`config.mk`:
```
export PLATFORM = sky130hd
export DESIGN_NAME = dpt_timer
export DESIGN_NICKNAME = d
export VERILOG_FILES = /design/src/hw/dpt_pkg.sv /design/src/hw/dpt_timer.sv
export VERILOG_INCLUDE_DIRS = /design/src /design/src/hw
export SDC_FILE = /design/constraint.sdc
export NUM_CORES = 1
export LEC_CHECK = 0
export BUFFER_PORTS_ARGS = -buffer_cell sky130_fd_sc_hd__buf_2
export CORE_ASPECT_RATIO = 0.5
export CORE_UTILIZATION = 25
export CTS_BUF_LIST = sky130_fd_sc_hd__clkbuf_8
export DETAILED_ROUTE_END_ITERATION = 16
export PLACE_DENSITY_LB_ADDON = 0.15
export SYNTH_ARGS = -nofsm -noshare
export SYNTH_HDL_FRONTEND = slang
export SYNTH_SLANG_ARGS = --single-unit
```
`constraint.sdc`:
```
create_clock -name pclk -period 6.4 [get_ports pclk]
set_input_delay 0.96 -clock pclk [delete_from_list [all_inputs] [get_ports pclk]]
set_output_delay 0.96 -clock pclk [all_outputs]
set_load 0.02 [all_outputs]
```
`src/hw/dpt_params.svh`:
```
/*
  Constants of the dual down timer: register offsets, field positions,
  reset values and timing counts.
  Assumes inclusion by its bare name from the design files.
*/
`ifndef DPT_PARAMS_SVH
`define DPT_PARAMS_SVH

// =====================================================================
// Register byte offsets
`define DPT_OFS_CFG      8'h00
`define DPT_OFS_CH0      8'h04
`define DPT_OFS_CH1      8'h08
`define DPT_OFS_RLD0     8'h0c
`define DPT_OFS_RLD1     8'h10
`define DPT_OFS_CNT0     8'h14
`define DPT_OFS_CNT1     8'h18
`define DPT_OFS_FLAG     8'h1c

// =====================================================================
// Shared configuration fields
`define DPT_CFG_WIDE     4
`define DPT_CFG_TSEL     3
`define DPT_CFG_TEN      2
`define DPT_CFG_SRC1     1
`define DPT_CFG_SRC0     0

// =====================================================================
// Channel control fields
`define DPT_CH_EVC       7
`define DPT_CH_FSEL      6
`define DPT_CH_POL       5
`define DPT_CH_PSC_HI    4
`define DPT_CH_PSC_LO    3
`define DPT_CH_CONT      2
`define DPT_CH_PRESET    1
`define DPT_CH_RUN       0

// =====================================================================
// Flag fields
`define DPT_FLAG0        0
`define DPT_FLAG1        1

// =====================================================================
// Reset values
`define DPT_RLD_RST      8'hff
`define DPT_CNT_RST      8'hff

// =====================================================================
// Prescale masks: divide by 1, 4, 16, 64
`define DPT_MASK_DIV1    6'h00
`define DPT_MASK_DIV4    6'h03
`define DPT_MASK_DIV16   6'h0f
`define DPT_MASK_DIV64   6'h3f

// =====================================================================
// Noise filter: falling tick edges before a level is accepted
`define DPT_FILT_EDGES   2'h2

`endif

```
`src/hw/dpt_pkg.sv`:
```
/*
  Types of the dual down timer: the whole state record.
  Assumes nothing beyond a SystemVerilog compiler.
*/
package dpt_pkg;

  typedef struct packed {
    logic        wide;
    logic        tsel;
    logic        ten;
    logic        src0;
    logic        src1;
    logic        evc;
    logic        fsel;
    logic        pol;
    logic [1:0]  psc0;
    logic        ch0_continuous_select;
    logic        run0;
    logic [1:0]  psc1;
    logic        ch1_continuous_select;
    logic        run1;
    logic [7:0]  rld0;
    logic [7:0]  rld1;
    logic [7:0]  cnt0;
    logic [7:0]  cnt1;
    logic [5:0]  pre0;
    logic [5:0]  pre1;
    logic        flag0;
    logic        flag1;
    logic        slow_q;
    logic        fast_q;
    logic        tick_q;
    logic        evp;
    logic        filt;
    logic [1:0]  fcnt;
    logic        tog;
    logic        pin;
    logic        uf0_out;
    logic        uf1_out;
    logic        pready;
    logic        pslverr;
    logic [31:0] prdata;
  } dpt_state_t;

endpackage

```
`src/hw/dpt_timer.sv`:
```
/*
  Dual 8-bit programmable down timer with 16-bit cascade, event
  counting, noise filter and pulse width measurement; APB slave.
  Assumes oscillator, tick and event inputs synchronous to pclk.
*/
// Decided for this implementation: the register offsets and register access over APB.
`timescale 1ns/1ps
`default_nettype none
`include "dpt_params.svh"

// Notes on behaviour
// - Preset strobe loads counter from reload value
// - Run bit starts counting; clear halts it
// - Start and stop keep counter contents
// - Counts readable anytime through readback registers
// - Underflow reloads, sets flag, pulses underflow output
// - Continuous mode reloads and keeps counting
// - One-shot underflow reloads, stops, clears run
// - Rewriting run starts another single countdown
// - Narrow mode: channels fully independent
// - Wide mode: cascade, channel 0 controls, run1 zero
// - Source select: slow when zero, fast when one
// - Prescale codes divide by 1, 4, 16, 64
// - Wide mode uses channel 0 prescale only
// - Source reaches prescaler only while running
// - Event select: channel 0 counts input edges
// - Polarity picks falling or rising event edge
// - Filter accepts level at second tick fall
// - Pulse mode counts only during measured level
// - Polarity picks low or high level measured
// - Wide pulse mode is one 16-bit measurer
// - Toggle output flips on each selected underflow
// - Wide mode never sets channel 0 flag
module dpt_timer
  import dpt_pkg::*;
(
  input  wire logic        pclk,
  input  wire logic        presetn,
  input  wire logic        psel,
  input  wire logic        penable,
  input  wire logic        pwrite,
  input  wire logic [7:0]  paddr,
  input  wire logic [31:0] pwdata,
  output logic             pready,
  output logic             pslverr,
  output logic [31:0]      prdata,
  input  wire logic        slow_oscillator,
  input  wire logic        fast_oscillator,
  input  wire logic        tick_2048hz,
  input  wire logic        event_input_pin,
  output logic             toggle_output_pin,
  output logic             ch0_underflow,
  output logic             ch1_underflow
);

  // ===================================================================
  // Helpers
  function automatic logic [5:0] ratio_mask(input logic [1:0] code);
    logic [5:0] m;
    m = `DPT_MASK_DIV1;
    unique case (code)
      2'b00: m = `DPT_MASK_DIV1;
      2'b01: m = `DPT_MASK_DIV4;
      2'b10: m = `DPT_MASK_DIV16;
      2'b11: m = `DPT_MASK_DIV64;
    endcase
    return m;
  endfunction

  function automatic logic src_edge(input logic sel, input logic slow_rise,
                                    input logic fast_rise);
    return sel ? fast_rise : slow_rise;
  endfunction

  // ===================================================================
  // State
  dpt_state_t st_r;
  dpt_state_t st_nxt;

  logic wr_ack;
  logic wr_ch0;
  logic dec0;
  logic dec1;
  logic uf0;
  logic uf1;
  logic uf_lo;
  logic tick0;
  logic tick1;

  // ===================================================================
  // Next state
  always_comb
  begin
    logic slow_rise;
    logic fast_rise;
    logic tick_fall;
    logic ev_sig;
    logic ev_edge;
    logic [5:0] m0;
    logic [5:0] m1;
    logic tsel_uf;
    slow_rise = 1'b0;
    fast_rise = 1'b0;
    tick_fall = 1'b0;
    ev_sig    = 1'b0;
    ev_edge   = 1'b0;
    m0        = 6'h00;
    m1        = 6'h00;
    tsel_uf   = 1'b0;
    st_nxt    = st_r;

    slow_rise = slow_oscillator & ~st_r.slow_q;
    fast_rise = fast_oscillator & ~st_r.fast_q;
    tick_fall = st_r.tick_q & ~tick_2048hz;
    st_nxt.slow_q = slow_oscillator;
    st_nxt.fast_q = fast_oscillator;
    st_nxt.tick_q = tick_2048hz;

    // Noise filter on event input
    if (event_input_pin == st_r.filt)
    begin
      st_nxt.fcnt = 2'h0;
    end
    else if (tick_fall)
    begin
      if (st_r.fcnt + 2'h1 == `DPT_FILT_EDGES)
      begin
        st_nxt.filt = event_input_pin;
        st_nxt.fcnt = 2'h0;
      end
      else
      begin
        st_nxt.fcnt = st_r.fcnt + 2'h1;
      end
    end
    ev_sig = st_r.fsel ? st_r.filt : event_input_pin;
    st_nxt.evp = ev_sig;
    ev_edge = st_r.pol ? (ev_sig & ~st_r.evp) : (~ev_sig & st_r.evp);

    // Prescalers, source gated by run
    m0 = ratio_mask(st_r.psc0);
    m1 = ratio_mask(st_r.psc1);
    tick0 = 1'b0;
    tick1 = 1'b0;
    if (!st_r.run0)
    begin
      st_nxt.pre0 = 6'h00;
    end
    else if (src_edge(st_r.src0, slow_rise, fast_rise))
    begin
      tick0 = (st_r.pre0 & m0) == m0;
      st_nxt.pre0 = tick0 ? 6'h00 : st_r.pre0 + 6'h01;
    end
    if (!st_r.run1 || st_r.wide)
    begin
      st_nxt.pre1 = 6'h00;
    end
    else if (src_edge(st_r.src1, slow_rise, fast_rise))
    begin
      tick1 = (st_r.pre1 & m1) == m1;
      st_nxt.pre1 = tick1 ? 6'h00 : st_r.pre1 + 6'h01;
    end

    // Channel 0 decrement source
    if (st_r.evc)
    begin
      dec0 = st_r.run0 & ev_edge;
    end
    else if (st_r.fsel)
    begin
      dec0 = tick0 & (event_input_pin == st_r.pol);
    end
    else
    begin
      dec0 = tick0;
    end
    uf_lo = dec0 && st_r.cnt0 == 8'h00;
    dec1  = st_r.wide ? uf_lo : tick1;
    uf0   = uf_lo && !st_r.wide;
    uf1   = dec1 && st_r.cnt1 == 8'h00;

    // Counters
    if (dec0)
    begin
      st_nxt.cnt0 = uf_lo ? st_r.rld0 : st_r.cnt0 - 8'h01;
    end
    if (dec1)
    begin
      st_nxt.cnt1 = uf1 ? st_r.rld1 : st_r.cnt1 - 8'h01;
    end
    if (uf0 && !st_r.ch0_continuous_select)
    begin
      st_nxt.run0 = 1'b0;
    end
    if (uf1 && st_r.wide && !st_r.ch0_continuous_select)
    begin
      st_nxt.run0 = 1'b0;
    end
    if (uf1 && !st_r.wide && !st_r.ch1_continuous_select)
    begin
      st_nxt.run1 = 1'b0;
    end

    // Underflow effects
    st_nxt.uf0_out = uf0;
    st_nxt.uf1_out = uf1;
    tsel_uf = (st_r.wide || st_r.tsel) ? uf1 : uf0;
    if (tsel_uf)
    begin
      st_nxt.tog = ~st_r.tog;
    end

    // APB: no wait states, answer registered
    wr_ack = psel & penable & pwrite & st_r.pready;
    wr_ch0 = wr_ack && paddr == `DPT_OFS_CH0;
    if (wr_ack)
    begin
      unique case (paddr)
        `DPT_OFS_CFG:
        begin
          st_nxt.wide = pwdata[`DPT_CFG_WIDE];
          st_nxt.tsel = pwdata[`DPT_CFG_TSEL];
          st_nxt.ten  = pwdata[`DPT_CFG_TEN];
          st_nxt.src1 = pwdata[`DPT_CFG_SRC1];
          st_nxt.src0 = pwdata[`DPT_CFG_SRC0];
        end
        `DPT_OFS_CH0:
        begin
          st_nxt.evc   = pwdata[`DPT_CH_EVC];
          st_nxt.fsel  = pwdata[`DPT_CH_FSEL];
          st_nxt.pol   = pwdata[`DPT_CH_POL];
          st_nxt.psc0  = pwdata[`DPT_CH_PSC_HI:`DPT_CH_PSC_LO];
          st_nxt.ch0_continuous_select = pwdata[`DPT_CH_CONT];
          st_nxt.run0  = pwdata[`DPT_CH_RUN];
          if (pwdata[`DPT_CH_PRESET])
          begin
            st_nxt.cnt0 = st_r.rld0;
          end
        end
        `DPT_OFS_CH1:
        begin
          st_nxt.psc1  = pwdata[`DPT_CH_PSC_HI:`DPT_CH_PSC_LO];
          st_nxt.ch1_continuous_select = pwdata[`DPT_CH_CONT];
          st_nxt.run1  = pwdata[`DPT_CH_RUN];
          if (pwdata[`DPT_CH_PRESET])
          begin
            st_nxt.cnt1 = st_r.rld1;
          end
        end
        `DPT_OFS_RLD0: st_nxt.rld0 = pwdata[7:0];
        `DPT_OFS_RLD1: st_nxt.rld1 = pwdata[7:0];
        default: ;
      endcase
    end

    // Flags: set wins over write-one clear
    if (wr_ack && paddr == `DPT_OFS_FLAG)
    begin
      if (pwdata[`DPT_FLAG0])
      begin
        st_nxt.flag0 = 1'b0;
      end
      if (pwdata[`DPT_FLAG1])
      begin
        st_nxt.flag1 = 1'b0;
      end
    end
    if (uf0)
    begin
      st_nxt.flag0 = 1'b1;
    end
    if (uf1)
    begin
      st_nxt.flag1 = 1'b1;
    end
    if (st_nxt.wide)
    begin
      st_nxt.run1 = 1'b0;
    end

    st_nxt.pin = st_nxt.ten ? st_nxt.tog : 1'b1;

    st_nxt.pready  = psel & ~penable;
    st_nxt.pslverr = 1'b0;
    st_nxt.prdata  = 32'h0000_0000;
    if (psel && !penable)
    begin
      unique case (paddr)
        `DPT_OFS_CFG:
          st_nxt.prdata[4:0] = {st_r.wide, st_r.tsel, st_r.ten, st_r.src1, st_r.src0};
        `DPT_OFS_CH0:
          st_nxt.prdata[7:0] = {st_r.evc, st_r.fsel, st_r.pol, st_r.psc0,
                                st_r.ch0_continuous_select, 1'b0, st_r.run0};
        `DPT_OFS_CH1:
          st_nxt.prdata[4:0] = {st_r.psc1, st_r.ch1_continuous_select, 1'b0, st_r.run1};
        `DPT_OFS_RLD0: st_nxt.prdata[7:0] = st_r.rld0;
        `DPT_OFS_RLD1: st_nxt.prdata[7:0] = st_r.rld1;
        `DPT_OFS_CNT0: st_nxt.prdata[7:0] = st_r.cnt0;
        `DPT_OFS_CNT1: st_nxt.prdata[7:0] = st_r.cnt1;
        `DPT_OFS_FLAG: st_nxt.prdata[1:0] = {st_r.flag1, st_r.flag0};
        default:       st_nxt.pslverr = 1'b1;
      endcase
    end
  end

  // ===================================================================
  // Registers
  always_ff @(posedge pclk or negedge presetn)
  begin
    if (!presetn)
    begin
      st_r      <= '0;
      st_r.rld0 <= `DPT_RLD_RST;
      st_r.rld1 <= `DPT_RLD_RST;
      st_r.cnt0 <= `DPT_CNT_RST;
      st_r.cnt1 <= `DPT_CNT_RST;
      st_r.pin  <= 1'b1;
    end
    else
    begin
      st_r <= st_nxt;
    end
  end

  assign pready            = st_r.pready;
  assign pslverr           = st_r.pslverr;
  assign prdata            = st_r.prdata;
  assign toggle_output_pin = st_r.pin;
  assign ch0_underflow     = st_r.uf0_out;
  assign ch1_underflow     = st_r.uf1_out;
endmodule
`default_nettype wire

```
* After elaboration in Yosys (flattened, before gate mapping) *
Index checks and enable logic that the tools add are counted.

word-level totals
  register bits after elaboration = 83
  input bits = 49
  output and inout port bits = 37
  logic and storage cells = 171

operators by class
  add/sub/neg operators = 5
  equality and inequality tests = 19
  mux-type cells = 54
  bitwise operators = 21
  reduce and logical (&&, ||, !) cells = 37

operators by type and width
  cell                 number
  $mux 8               11
  $mux 48              1
  $pmux 6 s4           2
  $mux 6               6
  $eq 8x5->1 const B   4
  $logic_not 8->1      3
  $mux 1               24
  $pmux 3 s7           1
  $eq 8x4->1 const B   2
  $pmux 2 s8           1
  $sub 8x1->8 const B  2
  $pmux 3 s5           1
  $reduce_and 2->1     7
  $add 6x1->6 const B  2
  $and 6x6->6          2
  $eq 6x6->1           2
  $reduce_bool 2->1    6
  $and 1x1->1          11
  $eq 2x2->1 const B   5
  $logic_and 1x1->1    10
  $eq 8x3->1 const B   1
  $mux 2               4
  $not 1->1            8
  $reduce_or 8->1      1
  other kinds (11)     19

* Depth between registers and ports, before layout *
Gate-level depths: netlist of the first run.

  word-level depth = 18
  gate-level depth with buffers = 9
  mapped depth without buffers = 8

* Least setup slack after synthesis of the first run *
No wires, ideal clock.

  path type = input port to flip-flop
  start = in paddr[5]
  end = reg st_r[67] (netlist name)
  library setup time = 0.080 ns
  arrival = 2.738 ns
  required time = 6.320 ns
  path slack = 3.582 ns
  stages on the path = 8
  path through = or4_1 clkbuf_1 nor3_4 and3_1 clkbuf_1 o21ai_0 a31oi_1 a21boi_0

RTL lines
  item                  line              source
  from (decl)           dpt_timer.sv:42   input wire logic [7:0] paddr,
  to (signal assigned)  dpt_timer.sv:321  st_r <= st_nxt;
  to (decl)             dpt_timer.sv:77   dpt_state_t st_r;

* Worst setup path after layout of the first run *
  start = in paddr[4]
  end = reg st_r[87] (netlist name)

between the ends
  cells in the longest elaborated chain, start to end = 2

RTL lines
  item                               line              source
  $eq 8x4->1                         dpt_timer.sv:218  unique case (paddr)
  $reduce_and 2->1 (no source line)  n/a

Every way passes these cells.
A chain may end at the register's enable or synchronous reset.

==> results list, run 1 <==
* Global-route wire length before repair: 20.7 mm
- Clock tree from TritonCTS: yes
- Synthesized instance count: 446
- Cell Pwr Density: 189 nW/um2
- For this run, the post-layout net count is 531.
- STA puts the critical path data arrival time at 3.34 ns.
- Measured against its own limit, the worst slew margin works out to 0.261.
* Initial Util: 0.261
- F_max: 327 MHz
- In the post-synthesis netlist, the cell with the most instances is sky130_fd_sc_hd__dfrtp_1.
- Worst setup skew after layout: 0.0163 ns
- Among all flip-flop cells after synthesis, the most frequent one is sky130_fd_sc_hd__dfrtp_1.
- Overall track demand over capacity in global routing: 0.143
- Measured along the y axis, the die boundary spans 98.1 um.
* Maximum ir drop on the vdd rail: 0.0000823 V
- Status: complete, no violations
- Aggregate routed wire length: 12.9 mm
- Cell types occupying the most area after synthesis: sky130_fd_sc_hd__dfrtp_1, sky130_fd_sc_hd__dfstp_2, sky130_fd_sc_hd__mux2_2, sky130_fd_sc_hd__buf_4, sky130_fd_sc_hd__nand2_1
- M3 GR Usage: 0.0377
- The number of different library cells used by synthesis comes to 72.
- Number of cell instances on the worst register-to-register path: 6
* RSZ-0062 raised after global routing: false
* Area occupied by registers: 2120 um2
- Maximum number of pins on one net before global-route repair: 59
* Setup slack after layout: 3.34 ns
* Worst min-delay path class: in2async
- After detailed routing, the number of vias per cell comes to 4.87.
- Worst-Skew Late Latency: 0.36 ns
* Top cell type by total area after synthesis: sky130_fd_sc_hd__dfrtp_1
- Post-synth top area share: 0.271
* Final count of hold timing violations: 0
- CTS placed an instance of sky130_fd_sc_hd__clkbuf_8 at the clock tree root.
- Total via count in the routed design: 3489
- The tree built by TritonCTS fans out to 83 sinks.
- The share of the Yosys chip area taken by registers is 0.459.
* Peak-usage layer in the global routing report: met1
- # Max-Cap Violations: 0
* Required time at the worst-slack endpoint: 6.68 ns
- Number of standard-cell rows in the floorplan: 34
- In the final layout, the share of cells above drive strength 1 is 0.280.
- The total overflow left after global routing is 0.
* Pre-CTS setup slack: 2.94 ns
- In this run the deepest clock path goes through 2 buffers.
- Pins Over Slew Limit: 0
- In this run, the number of DRC markers left after iteration 0 of detailed routing was 215.
- Counting flops and latches in the post-synthesis netlist gives 83.
- Total half-perimeter wirelength after legalization and detailed placement: 9.51 mm
* TritonCTS buffer count: 9
- Number of antenna-violating nets in the routed design: 0
- Warnings from Yosys: 0
* Critical path type: in2reg
* Setup violation total in the final timing report: 0
* Resized cells post-CTS: 0
- # H-tree levels: 3
* Final worst-path cycle share: 0.478
- In the routed design, unresolved DRC markers number 0.
- Slowest cell on crit path: sky130_fd_sc_hd__nor2_1
- Via count of the first global-routing pass: 3566
- Counting the fill cells in the layout gives 1865.
- Post-CTS timing repair inserted 0 buffers for setup.
- Final RePlAce weighted congestion: 0.773
- The repair_antennas step left the layout with diodes totalling 0.
- For the pin with the worst max-slew slack, the measured transition is 1.10 ns.
- Maximum fanout encountered on the critical timing path: 9
* Antenna violations before repair: 0
* Synth Area per Inst: 10.3 um2
- Wirelength per Cell: 18.0 um
- Final hold analysis gives a worst-case slack of 0.493 ns.
- For this run, the slowest stage of the critical path takes 0.67 ns.
- Startpoint class of the critical path: primary input
- EDFF count, synth: 0
- Area of the mapped netlist: 4610 um2
* Crit. End Element: flop
- Walking the worst path, the cells encountered are buf_2 -> or4_1 -> nor2_1 -> nand2_1 -> mux2_2.
- Hold-fix buffers, CTS: 0
* Proportion of register bits with asynchronous set or reset after synthesis: 1.00
* Pleak: 0.00204 uW
- Minimum clock period after layout: 3.06 ns
- The area growth from synthesis to layout is 10.2%.
- The first detailed-routing pass took 6 iterations.
- Post-CTS clock slew at the launch and capture registers of the worst setup and hold paths: 0.09 ns
- Count of pins on the block boundary: 86
* Multi-input gate area: 2250 um2
- The floorplan step defined a core boundary enclosing 17700 um2.
- Top post-synthesis cells by count: sky130_fd_sc_hd__dfrtp_1, sky130_fd_sc_hd__nand2_1, sky130_fd_sc_hd__dfstp_2, sky130_fd_sc_hd__buf_4, sky130_fd_sc_hd__mux2_2
* Port bufs: 37
- Overall die width: 194 um
- Floorplan die area: 19000 um2
- For met2 alone, demand over resource in global routing was 0.205.
* Met1 Resource Use GR: 0.207
- In the final timing run, aggregate negative setup slack is 0 ns.
[worst max-delay path: cells and delay by family]
| kind | cells | cell delay, ns |
|---|---|---|
| buffers and inverters | 1 | 0.15 |
| muxes | 1 | 0.40 |
| and+or+nand+nor | 3 | 1.83 |
[layout by cell type, fill, tap and decap left out, types with 15 or more instances in the layout]
master,count
sky130_fd_sc_hd__dfrtp_1,50
sky130_fd_sc_hd__nand2_1,40
sky130_fd_sc_hd__buf_2,36
sky130_fd_sc_hd__dfstp_2,33
sky130_fd_sc_hd__mux2_2,29
sky130_fd_sc_hd__nor2_1,28
sky130_fd_sc_hd__a21oi_1,27
sky130_fd_sc_hd__conb_1,24
sky130_fd_sc_hd__o21ai_0,23
sky130_fd_sc_hd__inv_1,15
[layout make-up]
class	count	share of cell area
clock buffers	10	0.0271
clock inverters	6	0.00689
inverters	12	0.00886
multi-input cells	333	0.443
flip-flops and latches	83	0.417
well taps	234	0.0576
repair buffers	39	0.0399
[metal layers]
metal  up-vias  wire length (um)
li1       1664                 -
met1      1720              6630
met2        91              5330
met3        14               718
met4         0               198
met5         -                 0
[where the power goes]
group	internal, uW	switching [uW]	leakage (uW)
Sequential	536	7.72	0.00102
Clock	148	196	0.0000923
Combinational	22.7	49.8	0.000923
Total	707	253	0.00204
[per-stage QoR]
step,utilization,total power (uW),std cells,cell area [um2]
after CTS,0.287,980,717,5080
after detailed placement,0.278,626,701,4910
final,0.287,960,717,5080
after global routing,0.287,1010,717,5080
after floorplan,-,605,469,4700
after global placement,0.278,626,701,4910
[final timing paths]
path | start | end | slack (ns)
min in group pclk | st_r[37] | st_r[37] | 0.50
worst max register to register | st_r[59] | st_r[95] | 3.45
worst min-delay path | presetn | st_r[40] | 0.49
worst max-delay path | paddr[4] | st_r[87] | 3.34
max in group asynchronous | presetn | st_r[96] | 4.83
worst min register to register | st_r[37] | st_r[37] | 0.50
[cells by family after synthesis]
| family | count (synthesis) | share of synthesized area |
|---|---|---|
| simple gates | 145 | 0.178 |
| fa+ha+maj | 4 | 0.0108 |
| buf+inv | 53 | 0.0711 |
| xor+xnor | 8 | 0.0152 |
| mux | 33 | 0.0795 |
| flops | 83 | 0.459 |
| compound gates | 119 | 0.186 |
| other cells | 1 | 0.000813 |
[sequential cells by signal, summed over array words and instances, names as in the netlist]
signal and flops:
ch0_underflow 1, ch1_underflow 1, prdata 8, pready 1
pslverr 1, st_r 70, toggle_output_pin 1
No activity file was read; power rests on OpenSTA's default activity.
==> run 2, diff against run 1 <==
==> constraint.sdc (replaced) <==
create_clock -name pclk -period 3.03 [get_ports pclk]
set_input_delay 0.4545 -clock pclk [delete_from_list [all_inputs] [get_ports pclk]]
set_output_delay 0.4545 -clock pclk [all_outputs]
set_load 0.02 [all_outputs]
==> run 2 against run 1 <==
Combinational power grew 120%. Sequential share of layout area decreased by 0.99 points. Sequential cell count is the same. Critical path type is now reg2reg.
==> results list, run 2 (synthesis results as in run 1) <==
- Overall track demand over capacity in global routing: 0.145
- Setup tns final: 0 ns
- TritonCTS built the clock tree.
- Final worst-path cycle share: 0.922
* Number of clock sinks: 83
* Dpl cells: 714
- Syn-to-layout area delta: 12.9%
* Via count of the first global-routing pass: 3527
- Across the VDD grid, the largest voltage drop is 0.000190 V.
* DRC marker count from the first detailed-route iteration: 314
- Post-CTS repair changed the size of 0 cells.
* Critical path origin: st_r[67]
- Share of cells above drive strength 1: 0.298
* Overall die width: 194 um
* Buffer cell driving the clock tree root: sky130_fd_sc_hd__clkbuf_8
- Final #Nets: 544
- Excluding fillers, the count of instances in the completed layout stands at 730.
- Register ranked first by flip-flop count: st_r
- Pleak: 0.00212 uW
- In this run the critical register-to-register path is launched from st_r[67].
- Number of antenna-violating nets in the routed design: 0
- The number of antenna diodes in the final layout is 0.
* TritonCTS buffer count: 9
- First-pass DRT Iterations: 5
- Pins Over Slew Limit: 0
- The number of cells on the worst reg-to-reg path is 8.
- The H-tree was split into 3 levels.
- The worst hold path belongs to the class in2async.
- Status: complete, no violations
- The initialized floorplan defines 34 standard-cell rows.
- The first global-routing pass estimated 20.9 mm of wire.
- Count of pins on the block boundary: 86
- Post-CTS clock slew at the launch and capture registers of the worst setup and hold paths: 0.08 ns
- The die covers 19000 um2.
- RSZ-0062 raised after global routing: false
* Register-to-Register Setup Slack: 0.24 ns
- Total half-perimeter wirelength after legalization and detailed placement: 9.72 mm
* F_max: 358 MHz
- Minimum clock period after layout: 2.79 ns
- Most Frequent Cell on Critical Path: sky130_fd_sc_hd__or4b_4
- Leaving out fill and tap cells, the most frequent cells in the layout are sky130_fd_sc_hd__dfrtp_1, sky130_fd_sc_hd__nand2_1, sky130_fd_sc_hd__buf_2, sky130_fd_sc_hd__dfstp_2, sky130_fd_sc_hd__mux2_2.
- At the end of the flow the core is filled with cells to 0.294.
- DRC violations left: 0
- Power comes to 2090 uW.
- For the pin with the worst max-slew slack, the measured transition is 0.675 ns.
* Total via count in the routed design: 3533
- Cell Pwr Density: 401 nW/um2
* Vias per std cell: 4.84
* GRT overflow: 0
- The final layout contains routed wiring with a total length of 12.9 mm.
- The largest individual stage delay along the critical path comes from the cell sky130_fd_sc_hd__or4b_4.
- Final RePlAce weighted congestion: 0.815
* Buffer count from post-CTS setup fixing: 0
* Capture point of the critical path: st_r[63]
- On the worst path, the slowest cell contributes a delay of 0.54 ns.
* Wirelength per Cell: 17.7 um
- STA classifies the critical path startpoint as a flop.
- Initial Util: 0.261
- Worst-Skew Late Latency: 0.36 ns
- Endpoint of the most critical register-to-register path: st_r[63]
* Required time at the worst-slack endpoint: 3.30 ns
- Critical path cell sequence: inv_1 -> ha_1 -> or4b_4 -> nand4bb_4 -> or4b_4 -> o311a_2 -> o21ai_4 -> a221oi_1
- Maximum fanout encountered on the critical timing path: 9
* Hold-fix buffers, CTS: 0
* Worst rel slew slack: 0.549
- The worst setup path is captured at a flop.
* Number of flip-flops under the largest register name: 70
- Critical path type: reg2reg
- Standard cell core area: 17700 um2
- Data arrival time of the critical path: 3.07 ns
- The number of endpoints with negative hold slack in the final report is 0.
- Buffer depth of the longest clock path: 2
* Maximum number of pins on one net before global-route repair: 43
- Port buffering added 37 buffers.
- Measured along the y axis, the die boundary spans 98.1 um.
* Leading cell type in the layout, fill and taps excluded: sky130_fd_sc_hd__dfrtp_1
- Worst setup skew after layout: 0.0105 ns
- Antenna violations before repair: 0
* Setup violation total in the final timing report: 0
* # Max-Cap Violations: 0
[run 2: changes by cell type in the layout (fill, tap and decap cells not counted), sizes merged]
cell / change
buf: +13
clkinv: +1
clkinvlp: -1
clkbuf: -1
bufinv: +1
[run 2: area by class of cell]
type                       instances  area (um2)
clock buffer                       9         124
inverter                          12        45.0
multi-input combinational        333        2250
tap                              234         293
sequential                        83        2120
timing repair buffer              52         313
clock inverter                     7        62.6
fill                            1873       12500
[run 2: how the worst min path moves through the flow]
stage | start | to | depth (start not counted)
3_5_place_dp | st_r[37] | st_r[37] | 1
3_3_place_gp | st_r[37] | st_r[37] | 1
4_1_cts | presetn | st_r[38] | 1
2_1_floorplan | presetn | ch0_underflow | 0
6_report | presetn | st_r[54] | 1
5_1_grt | presetn | st_r[55] | 1
[run 2: stage by stage]
stage	hold WS, ns	area, um2	setup slack [ns]
global route	0.111	5210	0.0979
global placement	0.486	5020	0.265
floorplan	0.159	4700	0.525
CTS	0.104	5210	0.236
detailed placement	0.490	5020	0.264
finish	0.0867	5210	0.237
[run 2: routing by layer]
| layer | track usage | vias to the layer above | routed length [um] |
|---|---|---|---|
| li1 | - | 1697 | - |
| met2 | 0.208 | 88 | 5260 |
| met4 | 0.0391 | 0 | 182 |
| met3 | 0.0356 | 13 | 550 |
| met5 | 0 | - | 0 |
| met1 | 0.214 | 1735 | 6910 |
[run 2: power breakdown]
part / switching, uW / total (uW) / internal (uW) / leakage [uW]
registers: 15.8 / 1150 / 1130 / 0.00102
clock network: 412 / 784 / 373 / 0.000103
logic: 105 / 156 / 51.2 / 0.000996
[run 2: worst max-delay path, delay by kind of cell (launching register included)]
| kind | cells | cell delay [ns] |
|---|---|---|
| compound gates | 3 | 0.68 |
| simple gates | 3 | 1.35 |
| buf+inv | 1 | 0.09 |
| flops | 1 | 0.39 |
| fa+ha+maj | 1 | 0.19 |
